[config.mk]
export PLATFORM = sky130hd
export DESIGN_NAME = ims_sequencer
export DESIGN_NICKNAME = d
export VERILOG_FILES = /design/src/design/ims_pkg.sv /design/src/design/ims_sequencer.sv
export VERILOG_INCLUDE_DIRS = /design/src /design/src/design
export SDC_FILE = /design/constraint.sdc
export NUM_CORES = 1
export LEC_CHECK = 0
export BUFFER_PORTS_ARGS = -buffer_cell sky130_fd_sc_hd__buf_2
export CAP_MARGIN = 20
export CORE_ASPECT_RATIO = 1.75
export CORE_MARGIN = 3
export CORE_UTILIZATION = 35
export CTS_CLUSTER_DIAMETER = 150
export DETAILED_ROUTE_END_ITERATION = 6
export GPL_TIMING_DRIVEN = 0
export HOLD_SLACK_MARGIN = 0.02
export PLACE_DENSITY = 0.5
export SLEW_MARGIN = 20
export SYNTH_ARGS = -nofsm -noshare
export SYNTH_HDL_FRONTEND = slang
export SYNTH_SLANG_ARGS = --single-unit
[constraint.sdc]
create_clock -name clk -period 2.4 [get_ports clk]
set_input_delay 0 -clock clk [delete_from_list [all_inputs] [get_ports clk]]
set_output_delay 0 -clock clk [all_outputs]
set_load 0.02 [all_outputs]
[src/design/ims_regs.svh]
// Constants for the two-wire master bus sequencer: timing, bit counts and field positions.
// Assumes a 125 MHz core clock and an instruction cycle of 121 ns.
`ifndef IMS_REGS_SVH
`define IMS_REGS_SVH

// ----------------------------------------------------------------------------
// Timing
// ----------------------------------------------------------------------------
`define IMS_CLK_PERIOD_PS 8000
`define IMS_TCY_PS 121000
// Rate counter steps twice per instruction cycle
`define IMS_HALF_TCY_PS (`IMS_TCY_PS / 2)
`define IMS_TICK_CYCLES ((`IMS_HALF_TCY_PS) / (`IMS_CLK_PERIOD_PS))

// ----------------------------------------------------------------------------
// Field positions and counts
// ----------------------------------------------------------------------------
`define IMS_RELOAD_MSB 6
`define IMS_BYTE_W 8
`define IMS_FIFO_DEPTH 8
`define IMS_LAST_DATA_BIT 4'h7
`define IMS_ACK_BIT 4'h8
`define IMS_SYNC_RESET 3'b111

`endif

[src/design/ims_pkg.sv]
// Types shared by the two-wire master bus sequencer.
// Field layouts follow the lower five command bits and the sticky event flags.
package ims_pkg;

  typedef enum logic [4:0] {
    ST_IDLE,
    ST_S_WAIT, ST_S_HOLD,
    ST_R_SCLLOW, ST_R_SDAHI, ST_R_SCLREL, ST_R_HIGH, ST_R_SDALOW,
    ST_TX_LOW, ST_TX_REL, ST_TX_HIGH,
    ST_RX_LOW, ST_RX_REL, ST_RX_HIGH,
    ST_A_LOW, ST_A_REL, ST_A_HIGH
  } ims_state_t;

  // Lower five command bits, bit 4 first
  typedef struct packed {
    logic ack_sequence_enable;
    logic receive_enable;
    logic stop_request;
    logic restart_request;
    logic start_request;
  } ims_cmd_t;

  typedef struct packed {
    logic bus_collision_flag;
    logic serial_irq_flag;
    logic receive_overflow;
    logic write_collision;
    logic start_seen;
  } ims_flags_t;

endpackage

[src/design/ims_sequencer.sv]
// Master bus condition sequencer (start, repeated start, transmit, receive, acknowledge)
// with a receive FIFO. Assumes open-drain pads outside and a processor-side
// controller that issues one-shot commands and byte writes as single-cycle pulses.
`timescale 1ns/1ps
`include "ims_regs.svh"

// ----------------------------------------------------------------------------
// Receive FIFO
// ----------------------------------------------------------------------------
module ims_fifo #(
  parameter int WIDTH = 8,
  parameter int DEPTH = 8
) (
  // Clock and reset
  input wire logic clk,
  input wire logic resetn,
  // Fill side
  input wire logic in_valid,
  output logic in_ready,
  input wire logic [WIDTH-1:0] in_data,
  // Drain side
  output logic out_valid,
  input wire logic out_ready,
  output logic [WIDTH-1:0] out_data
);
  localparam int AW = $clog2(DEPTH);
  logic [WIDTH-1:0] mem [DEPTH];
  logic [AW:0] wr_ptr;
  logic [AW:0] rd_ptr;

  // Extra pointer bit tells full from empty
  assign in_ready = (wr_ptr[AW] == rd_ptr[AW]) || (wr_ptr[AW-1:0] != rd_ptr[AW-1:0]);
  assign out_valid = wr_ptr != rd_ptr;
  assign out_data = mem[rd_ptr[AW-1:0]];

  always_ff @(posedge clk) begin
    if (!resetn) begin
      wr_ptr <= '0;
      rd_ptr <= '0;
    end else begin
      if (in_valid && in_ready) begin
        wr_ptr <= wr_ptr + 1'b1;
      end
      if (out_valid && out_ready) begin
        rd_ptr <= rd_ptr + 1'b1;
      end
    end
  end

  always_ff @(posedge clk) begin
    if (in_valid && in_ready) begin
      mem[wr_ptr[AW-1:0]] <= in_data;
    end
  end
endmodule

// ----------------------------------------------------------------------------
// Sequencer
// ----------------------------------------------------------------------------
// Summary of operation
// - Start request with both lines high reloads rate counter from reload value.
// - Lines still high at expiry: pull data low, set start-seen flag.
// - Reload again; at expiry clear start request, halt counter, keep data low.
// - Lines low at start or clock low before data drop: collision, idle.
// - Command writes are ignored while a start or repeated start runs.
// - Buffer write during any sequence is dropped and sets write collision.
// - Repeated start only from idle: pull clock low, then release data one period.
// - Expiry with data high releases clock; after high seen, wait, then data low.
// - End of repeated start: clear request, no reload, data low, flag after expiry.
// - Repeated start request while another event runs is ignored.
// - Repeated start collision: data low at clock rise, or clock falls early.
// - Buffer write in idle sets buffer full and starts shifting out.
// - Each bit: data after clock falls, clock low one period, high one period.
// - After eighth falling edge clear buffer full and release data.
// - Ninth falling edge samples data into acknowledge status.
// - After ninth clock raise event flag, halt counter, clock low, data free.
// - Receive enable only from idle; counter toggles clock, samples shift in.
// - After eighth received bit: clear enable, store byte, flags, clock low, idle.
// - Reading the last queued receive byte clears buffer full.
// - Byte completing while buffer full still set raises receive overflow.
// - Acknowledge: clock low, drive ack value, period, release, period, clock low.
// - Rate counter counts down to zero, stops, steps twice per instruction cycle.
// - After clock release the counter waits for clock high, then reloads.
module ims_sequencer
  import ims_pkg::*;
(
  // Clock and reset
  input wire logic clk,
  input wire logic resetn,
  // Configuration
  input wire logic [7:0] rate_reload,
  input wire logic ack_data_value,
  // Commands and buffer writes
  input wire logic cmd_write,
  input wire ims_cmd_t cmd_wdata,
  input wire logic buf_write,
  input wire logic [7:0] buf_wdata,
  input wire ims_flags_t flag_clear,
  // Received bytes
  output logic rx_valid,
  input wire logic rx_ready,
  output logic [7:0] rx_data,
  // Status
  output ims_cmd_t control_two,
  output ims_flags_t flags,
  output logic ack_status,
  output logic buffer_full,
  // Bus pins
  input wire logic sda_in,
  output logic sda_out,
  output logic sda_oe_n,
  input wire logic scl_in,
  output logic scl_out,
  output logic scl_oe_n
);
  ims_state_t state;
  logic [2:0] sda_sy;
  logic [2:0] scl_sy;
  logic sda_s;
  logic scl_s;
  logic [7:0] tick_div;
  logic tick;
  logic [6:0] brg_cnt;
  logic brg_run;
  logic brg_done;
  logic [6:0] reload_val;
  logic sda_drive;
  logic scl_drive;
  logic [3:0] bit_cnt;
  logic [7:0] shift;
  logic tx_full;
  logic rx_push;
  logic rx_room;
  logic collide;

  function automatic logic tx_bit_of(input logic [7:0] data, input logic [3:0] idx);
    return (idx > `IMS_LAST_DATA_BIT) ? 1'b1 : data[3'h7 - idx[2:0]];
  endfunction

  assign reload_val = rate_reload[`IMS_RELOAD_MSB:0];
  assign brg_done = brg_run && (brg_cnt == 7'h00);
  assign buffer_full = tx_full | rx_valid;
  // Open-drain: only ever pull low
  assign sda_out = 1'b0;
  assign scl_out = 1'b0;
  assign sda_oe_n = ~sda_drive;
  assign scl_oe_n = ~scl_drive;

  // --------------------------------------------------------------------------
  // Pin synchronisers
  // --------------------------------------------------------------------------
  // A level counts once the second and third stages agree, filtering glitches
  always_ff @(posedge clk) begin
    if (!resetn) begin
      sda_sy <= `IMS_SYNC_RESET;
      scl_sy <= `IMS_SYNC_RESET;
      sda_s <= 1'b1;
      scl_s <= 1'b1;
    end else begin
      sda_sy <= {sda_sy[1:0], sda_in};
      scl_sy <= {scl_sy[1:0], scl_in};
      if (sda_sy[1] == sda_sy[2]) begin
        sda_s <= sda_sy[2];
      end
      if (scl_sy[1] == scl_sy[2]) begin
        scl_s <= scl_sy[2];
      end
    end
  end

  // --------------------------------------------------------------------------
  // Half instruction cycle tick
  // --------------------------------------------------------------------------
  assign tick = tick_div == 8'h00;

  always_ff @(posedge clk) begin
    if (!resetn) begin
      tick_div <= 8'h00;
    end else if (tick) begin
      tick_div <= 8'(`IMS_TICK_CYCLES - 1);
    end else begin
      tick_div <= tick_div - 8'h01;
    end
  end

  // --------------------------------------------------------------------------
  // Collision detection
  // --------------------------------------------------------------------------
  always_comb begin
    case (state)
      ST_S_WAIT: collide = !scl_s;
      ST_R_SDAHI: collide = brg_done && !sda_s;
      ST_R_SCLREL: collide = scl_s && !sda_s;
      ST_R_HIGH: collide = !scl_s;
      ST_TX_HIGH: collide = (bit_cnt != `IMS_ACK_BIT) && !sda_drive && !sda_s;
      ST_A_HIGH: collide = !sda_drive && !sda_s;
      default: collide = 1'b0;
    endcase
  end

  // --------------------------------------------------------------------------
  // Sequencing, rate counter and status
  // --------------------------------------------------------------------------
  // Flags clear first, then any set in the same cycle overrides the clear
  always_ff @(posedge clk) begin
    if (!resetn) begin
      state <= ST_IDLE;
      control_two <= '0;
      flags <= '0;
      ack_status <= 1'b0;
      tx_full <= 1'b0;
      sda_drive <= 1'b0;
      scl_drive <= 1'b0;
      brg_cnt <= 7'h00;
      brg_run <= 1'b0;
      bit_cnt <= 4'h0;
      shift <= 8'h00;
      rx_push <= 1'b0;
    end else begin
      flags <= flags & ~flag_clear;
      rx_push <= 1'b0;
      if (tick && brg_run && brg_cnt != 7'h00) begin
        brg_cnt <= brg_cnt - 7'h01;
      end
      if (buf_write && state != ST_IDLE) begin
        flags.write_collision <= 1'b1;
      end
      if (collide) begin
        // Abandon the sequence and let both lines float
        flags.bus_collision_flag <= 1'b1;
        control_two <= '0;
        tx_full <= 1'b0;
        sda_drive <= 1'b0;
        scl_drive <= 1'b0;
        brg_run <= 1'b0;
        state <= ST_IDLE;
      end else begin
        case (state)
          ST_IDLE: begin
            if (buf_write) begin
              shift <= buf_wdata;
              tx_full <= 1'b1;
              bit_cnt <= 4'h0;
              scl_drive <= 1'b1;
              brg_cnt <= reload_val;
              brg_run <= 1'b1;
              state <= ST_TX_LOW;
            end else if (cmd_write) begin
              if (cmd_wdata.start_request) begin
                if (sda_s && scl_s) begin
                  control_two.start_request <= 1'b1;
                  brg_cnt <= reload_val;
                  brg_run <= 1'b1;
                  state <= ST_S_WAIT;
                end else begin
                  flags.bus_collision_flag <= 1'b1;
                end
              end else if (cmd_wdata.restart_request) begin
                control_two.restart_request <= 1'b1;
                scl_drive <= 1'b1;
                state <= ST_R_SCLLOW;
              end else if (cmd_wdata.receive_enable && rx_room) begin
                // A full receive FIFO holds off a new byte
                control_two.receive_enable <= 1'b1;
                bit_cnt <= 4'h0;
                scl_drive <= 1'b1;
                sda_drive <= 1'b0;
                brg_cnt <= reload_val;
                brg_run <= 1'b1;
                state <= ST_RX_LOW;
              end else if (cmd_wdata.ack_sequence_enable) begin
                control_two.ack_sequence_enable <= 1'b1;
                scl_drive <= 1'b1;
                sda_drive <= ~ack_data_value;
                brg_cnt <= reload_val;
                brg_run <= 1'b1;
                state <= ST_A_LOW;
              end
            end
          end
          ST_S_WAIT: begin
            // Data pulled low by another master: assert early
            if (!sda_s || brg_done) begin
              sda_drive <= 1'b1;
              flags.start_seen <= 1'b1;
              brg_cnt <= reload_val;
              brg_run <= 1'b1;
              state <= ST_S_HOLD;
            end
          end
          ST_S_HOLD: begin
            if (brg_done) begin
              control_two.start_request <= 1'b0;
              brg_run <= 1'b0;
              flags.serial_irq_flag <= 1'b1;
              state <= ST_IDLE;
            end
          end
          ST_R_SCLLOW: begin
            if (!scl_s) begin
              sda_drive <= 1'b0;
              brg_cnt <= reload_val;
              brg_run <= 1'b1;
              state <= ST_R_SDAHI;
            end
          end
          ST_R_SDAHI: begin
            if (brg_done) begin
              scl_drive <= 1'b0;
              brg_run <= 1'b0;
              state <= ST_R_SCLREL;
            end
          end
          ST_R_SCLREL: begin
            if (scl_s) begin
              brg_cnt <= reload_val;
              brg_run <= 1'b1;
              state <= ST_R_HIGH;
            end
          end
          ST_R_HIGH: begin
            if (brg_done) begin
              sda_drive <= 1'b1;
              brg_cnt <= reload_val;
              brg_run <= 1'b1;
              state <= ST_R_SDALOW;
            end
          end
          ST_R_SDALOW: begin
            if (!sda_s && scl_s) begin
              flags.start_seen <= 1'b1;
            end
            if (brg_done) begin
              control_two.restart_request <= 1'b0;
              brg_run <= 1'b0;
              flags.serial_irq_flag <= 1'b1;
              state <= ST_IDLE;
            end
          end
          ST_TX_LOW: begin
            // Data only changes once the clock is seen low, keeping hold time
            if (!scl_s) begin
              sda_drive <= ~tx_bit_of(shift, bit_cnt);
            end
            if (brg_done) begin
              scl_drive <= 1'b0;
              brg_run <= 1'b0;
              state <= ST_TX_REL;
            end
          end
          ST_TX_REL: begin
            if (scl_s) begin
              brg_cnt <= reload_val;
              brg_run <= 1'b1;
              state <= ST_TX_HIGH;
            end
          end
          ST_TX_HIGH: begin
            if (brg_done) begin
              scl_drive <= 1'b1;
              if (bit_cnt == `IMS_ACK_BIT) begin
                ack_status <= sda_s;
                flags.serial_irq_flag <= 1'b1;
                brg_run <= 1'b0;
                state <= ST_IDLE;
              end else begin
                if (bit_cnt == `IMS_LAST_DATA_BIT) begin
                  tx_full <= 1'b0;
                end
                bit_cnt <= bit_cnt + 4'h1;
                brg_cnt <= reload_val;
                brg_run <= 1'b1;
                state <= ST_TX_LOW;
              end
            end
          end
          ST_RX_LOW: begin
            if (brg_done) begin
              scl_drive <= 1'b0;
              brg_run <= 1'b0;
              state <= ST_RX_REL;
            end
          end
          ST_RX_REL: begin
            if (scl_s) begin
              brg_cnt <= reload_val;
              brg_run <= 1'b1;
              state <= ST_RX_HIGH;
            end
          end
          ST_RX_HIGH: begin
            if (brg_done) begin
              shift <= {shift[6:0], sda_s};
              scl_drive <= 1'b1;
              if (bit_cnt == `IMS_LAST_DATA_BIT) begin
                rx_push <= 1'b1;
                control_two.receive_enable <= 1'b0;
                flags.serial_irq_flag <= 1'b1;
                if (buffer_full) begin
                  flags.receive_overflow <= 1'b1;
                end
                brg_run <= 1'b0;
                state <= ST_IDLE;
              end else begin
                bit_cnt <= bit_cnt + 4'h1;
                brg_cnt <= reload_val;
                brg_run <= 1'b1;
                state <= ST_RX_LOW;
              end
            end
          end
          ST_A_LOW: begin
            if (brg_done) begin
              scl_drive <= 1'b0;
              brg_run <= 1'b0;
              state <= ST_A_REL;
            end
          end
          ST_A_REL: begin
            if (scl_s) begin
              brg_cnt <= reload_val;
              brg_run <= 1'b1;
              state <= ST_A_HIGH;
            end
          end
          ST_A_HIGH: begin
            if (brg_done) begin
              scl_drive <= 1'b1;
              control_two.ack_sequence_enable <= 1'b0;
              flags.serial_irq_flag <= 1'b1;
              brg_run <= 1'b0;
              state <= ST_IDLE;
            end
          end
          default: begin
            state <= ST_IDLE;
          end
        endcase
      end
    end
  end

  // Reading a byte pops it, which clears buffer full when none remain
  ims_fifo #(
    .WIDTH(`IMS_BYTE_W),
    .DEPTH(`IMS_FIFO_DEPTH)
  ) u_rx_fifo (
    .clk(clk),
    .resetn(resetn),
    .in_valid(rx_push),
    .in_ready(rx_room),
    .in_data(shift),
    .out_valid(rx_valid),
    .out_ready(rx_ready),
    .out_data(rx_data)
  );
endmodule

==> flow_summary_export.csv <==
group,metric,value,unit
min_path,min_path_type,"input pin to flop",
synth,synth.cell_area,6770,um^2
global_route,grt_overflow_total,0,
clock_tree,cts_max_level,4,
synth,synthTopCellsByCount,"66 x dfxtp_1, 64 x edfxtp_1, 56 x nand2_1",
floorplan,coreArea,18800,um^2
floorplan,dieHeight,190,um
sta,min_period,2420,ps
synth,ys_ff_latch,130,
sta,rsz0062_at_grt,"true",
synth,yosys.area.top_type_share,0.284,
routing,avgRoutedWirePerCell,20.5,um
routing,routed_wl,20.2,mm
worst_setup_path,startpoint_type,"flop",
worst_setup_path,end_kind,"flop",
worst_setup_path,crit_required,2700,ps
sta,fin_crit_sh,1.01,
global_route,track_usage,0.194,
synth,synth_area_leaders,"edfxtp_1 28%, dfxtp_1 20%, mux4_2 6.0%",
synth,avgSynthCellArea,10.8,um^2
routing,drtIter0Drc,249,
final_layout,drive_above_1_share,0.277,
sta,maxSlewViolCount,0,
floorplan,die_area,21100,um^2
global_route,antenna_found_initial,0,
place,port_buffers,52,
clock_tree,clkSinkCount,130,
sta,setup_viol,2,
clock_tree,clk_latency,410,ps
flow_run,maxCapViolCount,0,
clock_tree,clk_root_buffer_cell,"clkbuf_16",
final_layout,final_core_util,0.448,
floorplan,start_util,0.360,
place,place_ws,-294,ps
sta,hold_violations,0,
worst_setup_path,crit_family,"compound AO/OA/AOI/OAI gates",
sta,layout_setup_ws,-24.3,ps
power,p_leak,3.22,nW
sta,skew,9.94,ps
synth,synth-edff-count,64,
global_route,grt_max_degree,17,
synth,synth.largest_area_cell,"edfxtp_1",
final_layout,fin_nets,776,
clock_tree,clock_path_buffers,2,
power,power-per-cell-area,1040,nW/um^2
routing,via_per_inst,5.42,
routing,drtPass1Iterations,5,
synth,yosysMostFrequentCell,"dfxtp_1",
place,hpwl,15.3,mm
status,violations,"negative setup slack",
floorplan,chipWidth,111,um
floorplan,row_count,66,
routing,antenna_left,0,
worst_setup_path,crit_fanout,4,
floorplan,ioPinCount,59,
clock_tree,cts_tree,"yes",
sta,max_freq,412,MHz
sta,tightest_slew,889,ps
place,gp_congestion,0.912,
power,vdd_ir_drop_max,488,uV
worst_setup_path,cp_cell_sequence,"inv_2 -> ha_4 -> and3b_2 -> and2_4 -> buf_6 -> nor3_4 -> o41ai_4 -> o211a_1 -> o211ai_1 -> a31o_2",
worst_setup_path,critPathSlowestCell,"o41ai_4",
worst_setup_path,rrSetupSlack,-20,ps
final_layout,syn_to_final_growth,24.7,%
final_layout,diodes,0,
worst_setup_path,critPathKind,"flop to flop",
synth,ys.flop_type,"dfxtp_1",
synth,async_flop_share,0,
worst_setup_path,arrival,2720,ps
routing,drcViolationCount,0,
sta,relSlewSlack,0.405,
routing,vias,5331,
global_route,grt_pass1_vias,5410,
synth,synth_cell_types,83,
worst_setup_path,critical_path_buf_inv_count,2,
status,status,"finished with violations",
sta,tns,-34.6,ps
synth,netlist_instances,624,
worst_setup_path,critPathMaxStageDelay,450,ps
power,power.total,8.75,mW
global_route,grt_pass1_wl,31.1,mm
synth,seq_area_frac_synth,0.479,
clock_tree,path_clk_slew,60,ps
clock_tree,cts_buffers,17,
synth,synth_warnings,0,
## through the flow
step                instance area, um^2  cells  hold WS, ps
global placement                   7340    916          180
floorplan                          6780    626         87.7
global route                       8440    984         68.2
CTS                                8330    978         31.0
detailed placement                 7350    917          186
finish                             8440    984         74.5
## cells by family after synthesis
family / Yosys count / synth area share
other: 1 / 0.000554
AO/OA/AOI/OAI: 144 / 0.152
adder cells (fa/ha/maj): 8 / 0.0148
multiplexers: 39 / 0.0926
XOR/XNOR: 24 / 0.0310
flip-flops: 130 / 0.479
AND/OR/NAND/NOR: 214 / 0.172
buffers and inverters: 64 / 0.0575
## state kept, by name (all words and copies together) (netlist names), 3 cells and up, named ones only
signal	count
sda_sy	3
shift	8
u_rx_fifo.rd_ptr	4
u_rx_fifo.mem	64
bit_cnt	4
brg_cnt	7
u_rx_fifo.wr_ptr	4
flags	5
state	5
control_two	4
scl_sy	3
tick_div	8
## metal layers
metal,up-vias,GRT usage,part of all wire
met2,151,0.379,0.57
met4,0,0.0979,0.045
met1,2603,0.192,0.35
met3,49,0.0347,0.031
li1,2528,-,-
met5,-,0,0
## where the power goes
| part | total, mW | internal (mW) | switching [mW] |
|---|---|---|---|
| logic | 3.06 | 1.29 | 1.77 |
| clock network | 2.60 | 1.63 | 0.968 |
| registers | 3.10 | 2.74 | 0.365 |
## tightest hold or removal path, delay by kind of cell
family | cells | cell delay, ps
compound gates | 2 | 210
buf+inv | 2 | 110
simple gates | 1 | 110
## what timing repair did
| action | in CTS | in global routing |
|---|---|---|
| hold buffers | 29 | 0 |
| buffers inserted | 4 | 7 |
| gates resized for setup | 29 | 22 |
| endpoints found under the setup margin | 72 | 55 |
| pin swaps | 6 | 10 |
| hold endpoints to repair | 30 | 0 |
## area by class of cell
class / instances / area (um^2)
Inverter: 22 / 82.6
Clock buffer: 18 / 429
Fill cell: 1802 / 10400
Buffer: 39 / 313
Sequential cell: 130 / 3260
Clock inverter: 13 / 160
Multi-Input combinational cell: 432 / 3270
Tap cell: 238 / 298
Timing Repair Buffer: 92 / 633
## cells in the final DEF, fill, tap and decap left out, types with 12 or more instances in the layout
master         netlist  final
nand2_1             56     55
a21oi_1             32     29
dlygate4sd3_1        0     29
mux4_2              18     18
buf_2                7     58
dfxtp_1             66     58
clkbuf_16            0     17
mux2i_1             12     12
inv_1               22     20
xnor2_1             13     13
o21ai_0             29     27
buf_4                4     17
nand3_1             14     13
nor2b_1             13     13
edfxtp_1            64     64
nor2_1              48     43
## worst paths after layout
path                         start                endpoint  cells after the start
min                 ack_data_value  sda_drive$_SDFFE_PP0P_                      5
max          brg_cnt[0]$_SDFF_PN0_    brg_run$_SDFFE_PP0P_                     10
min reg2reg   scl_sy[0]$_SDFF_PN1_    scl_sy[1]$_SDFF_PN1_                      1
max reg2reg  brg_cnt[0]$_SDFF_PN0_    brg_run$_SDFFE_PP0P_                     10
Note: power is estimated with default switching activity, not from simulation.
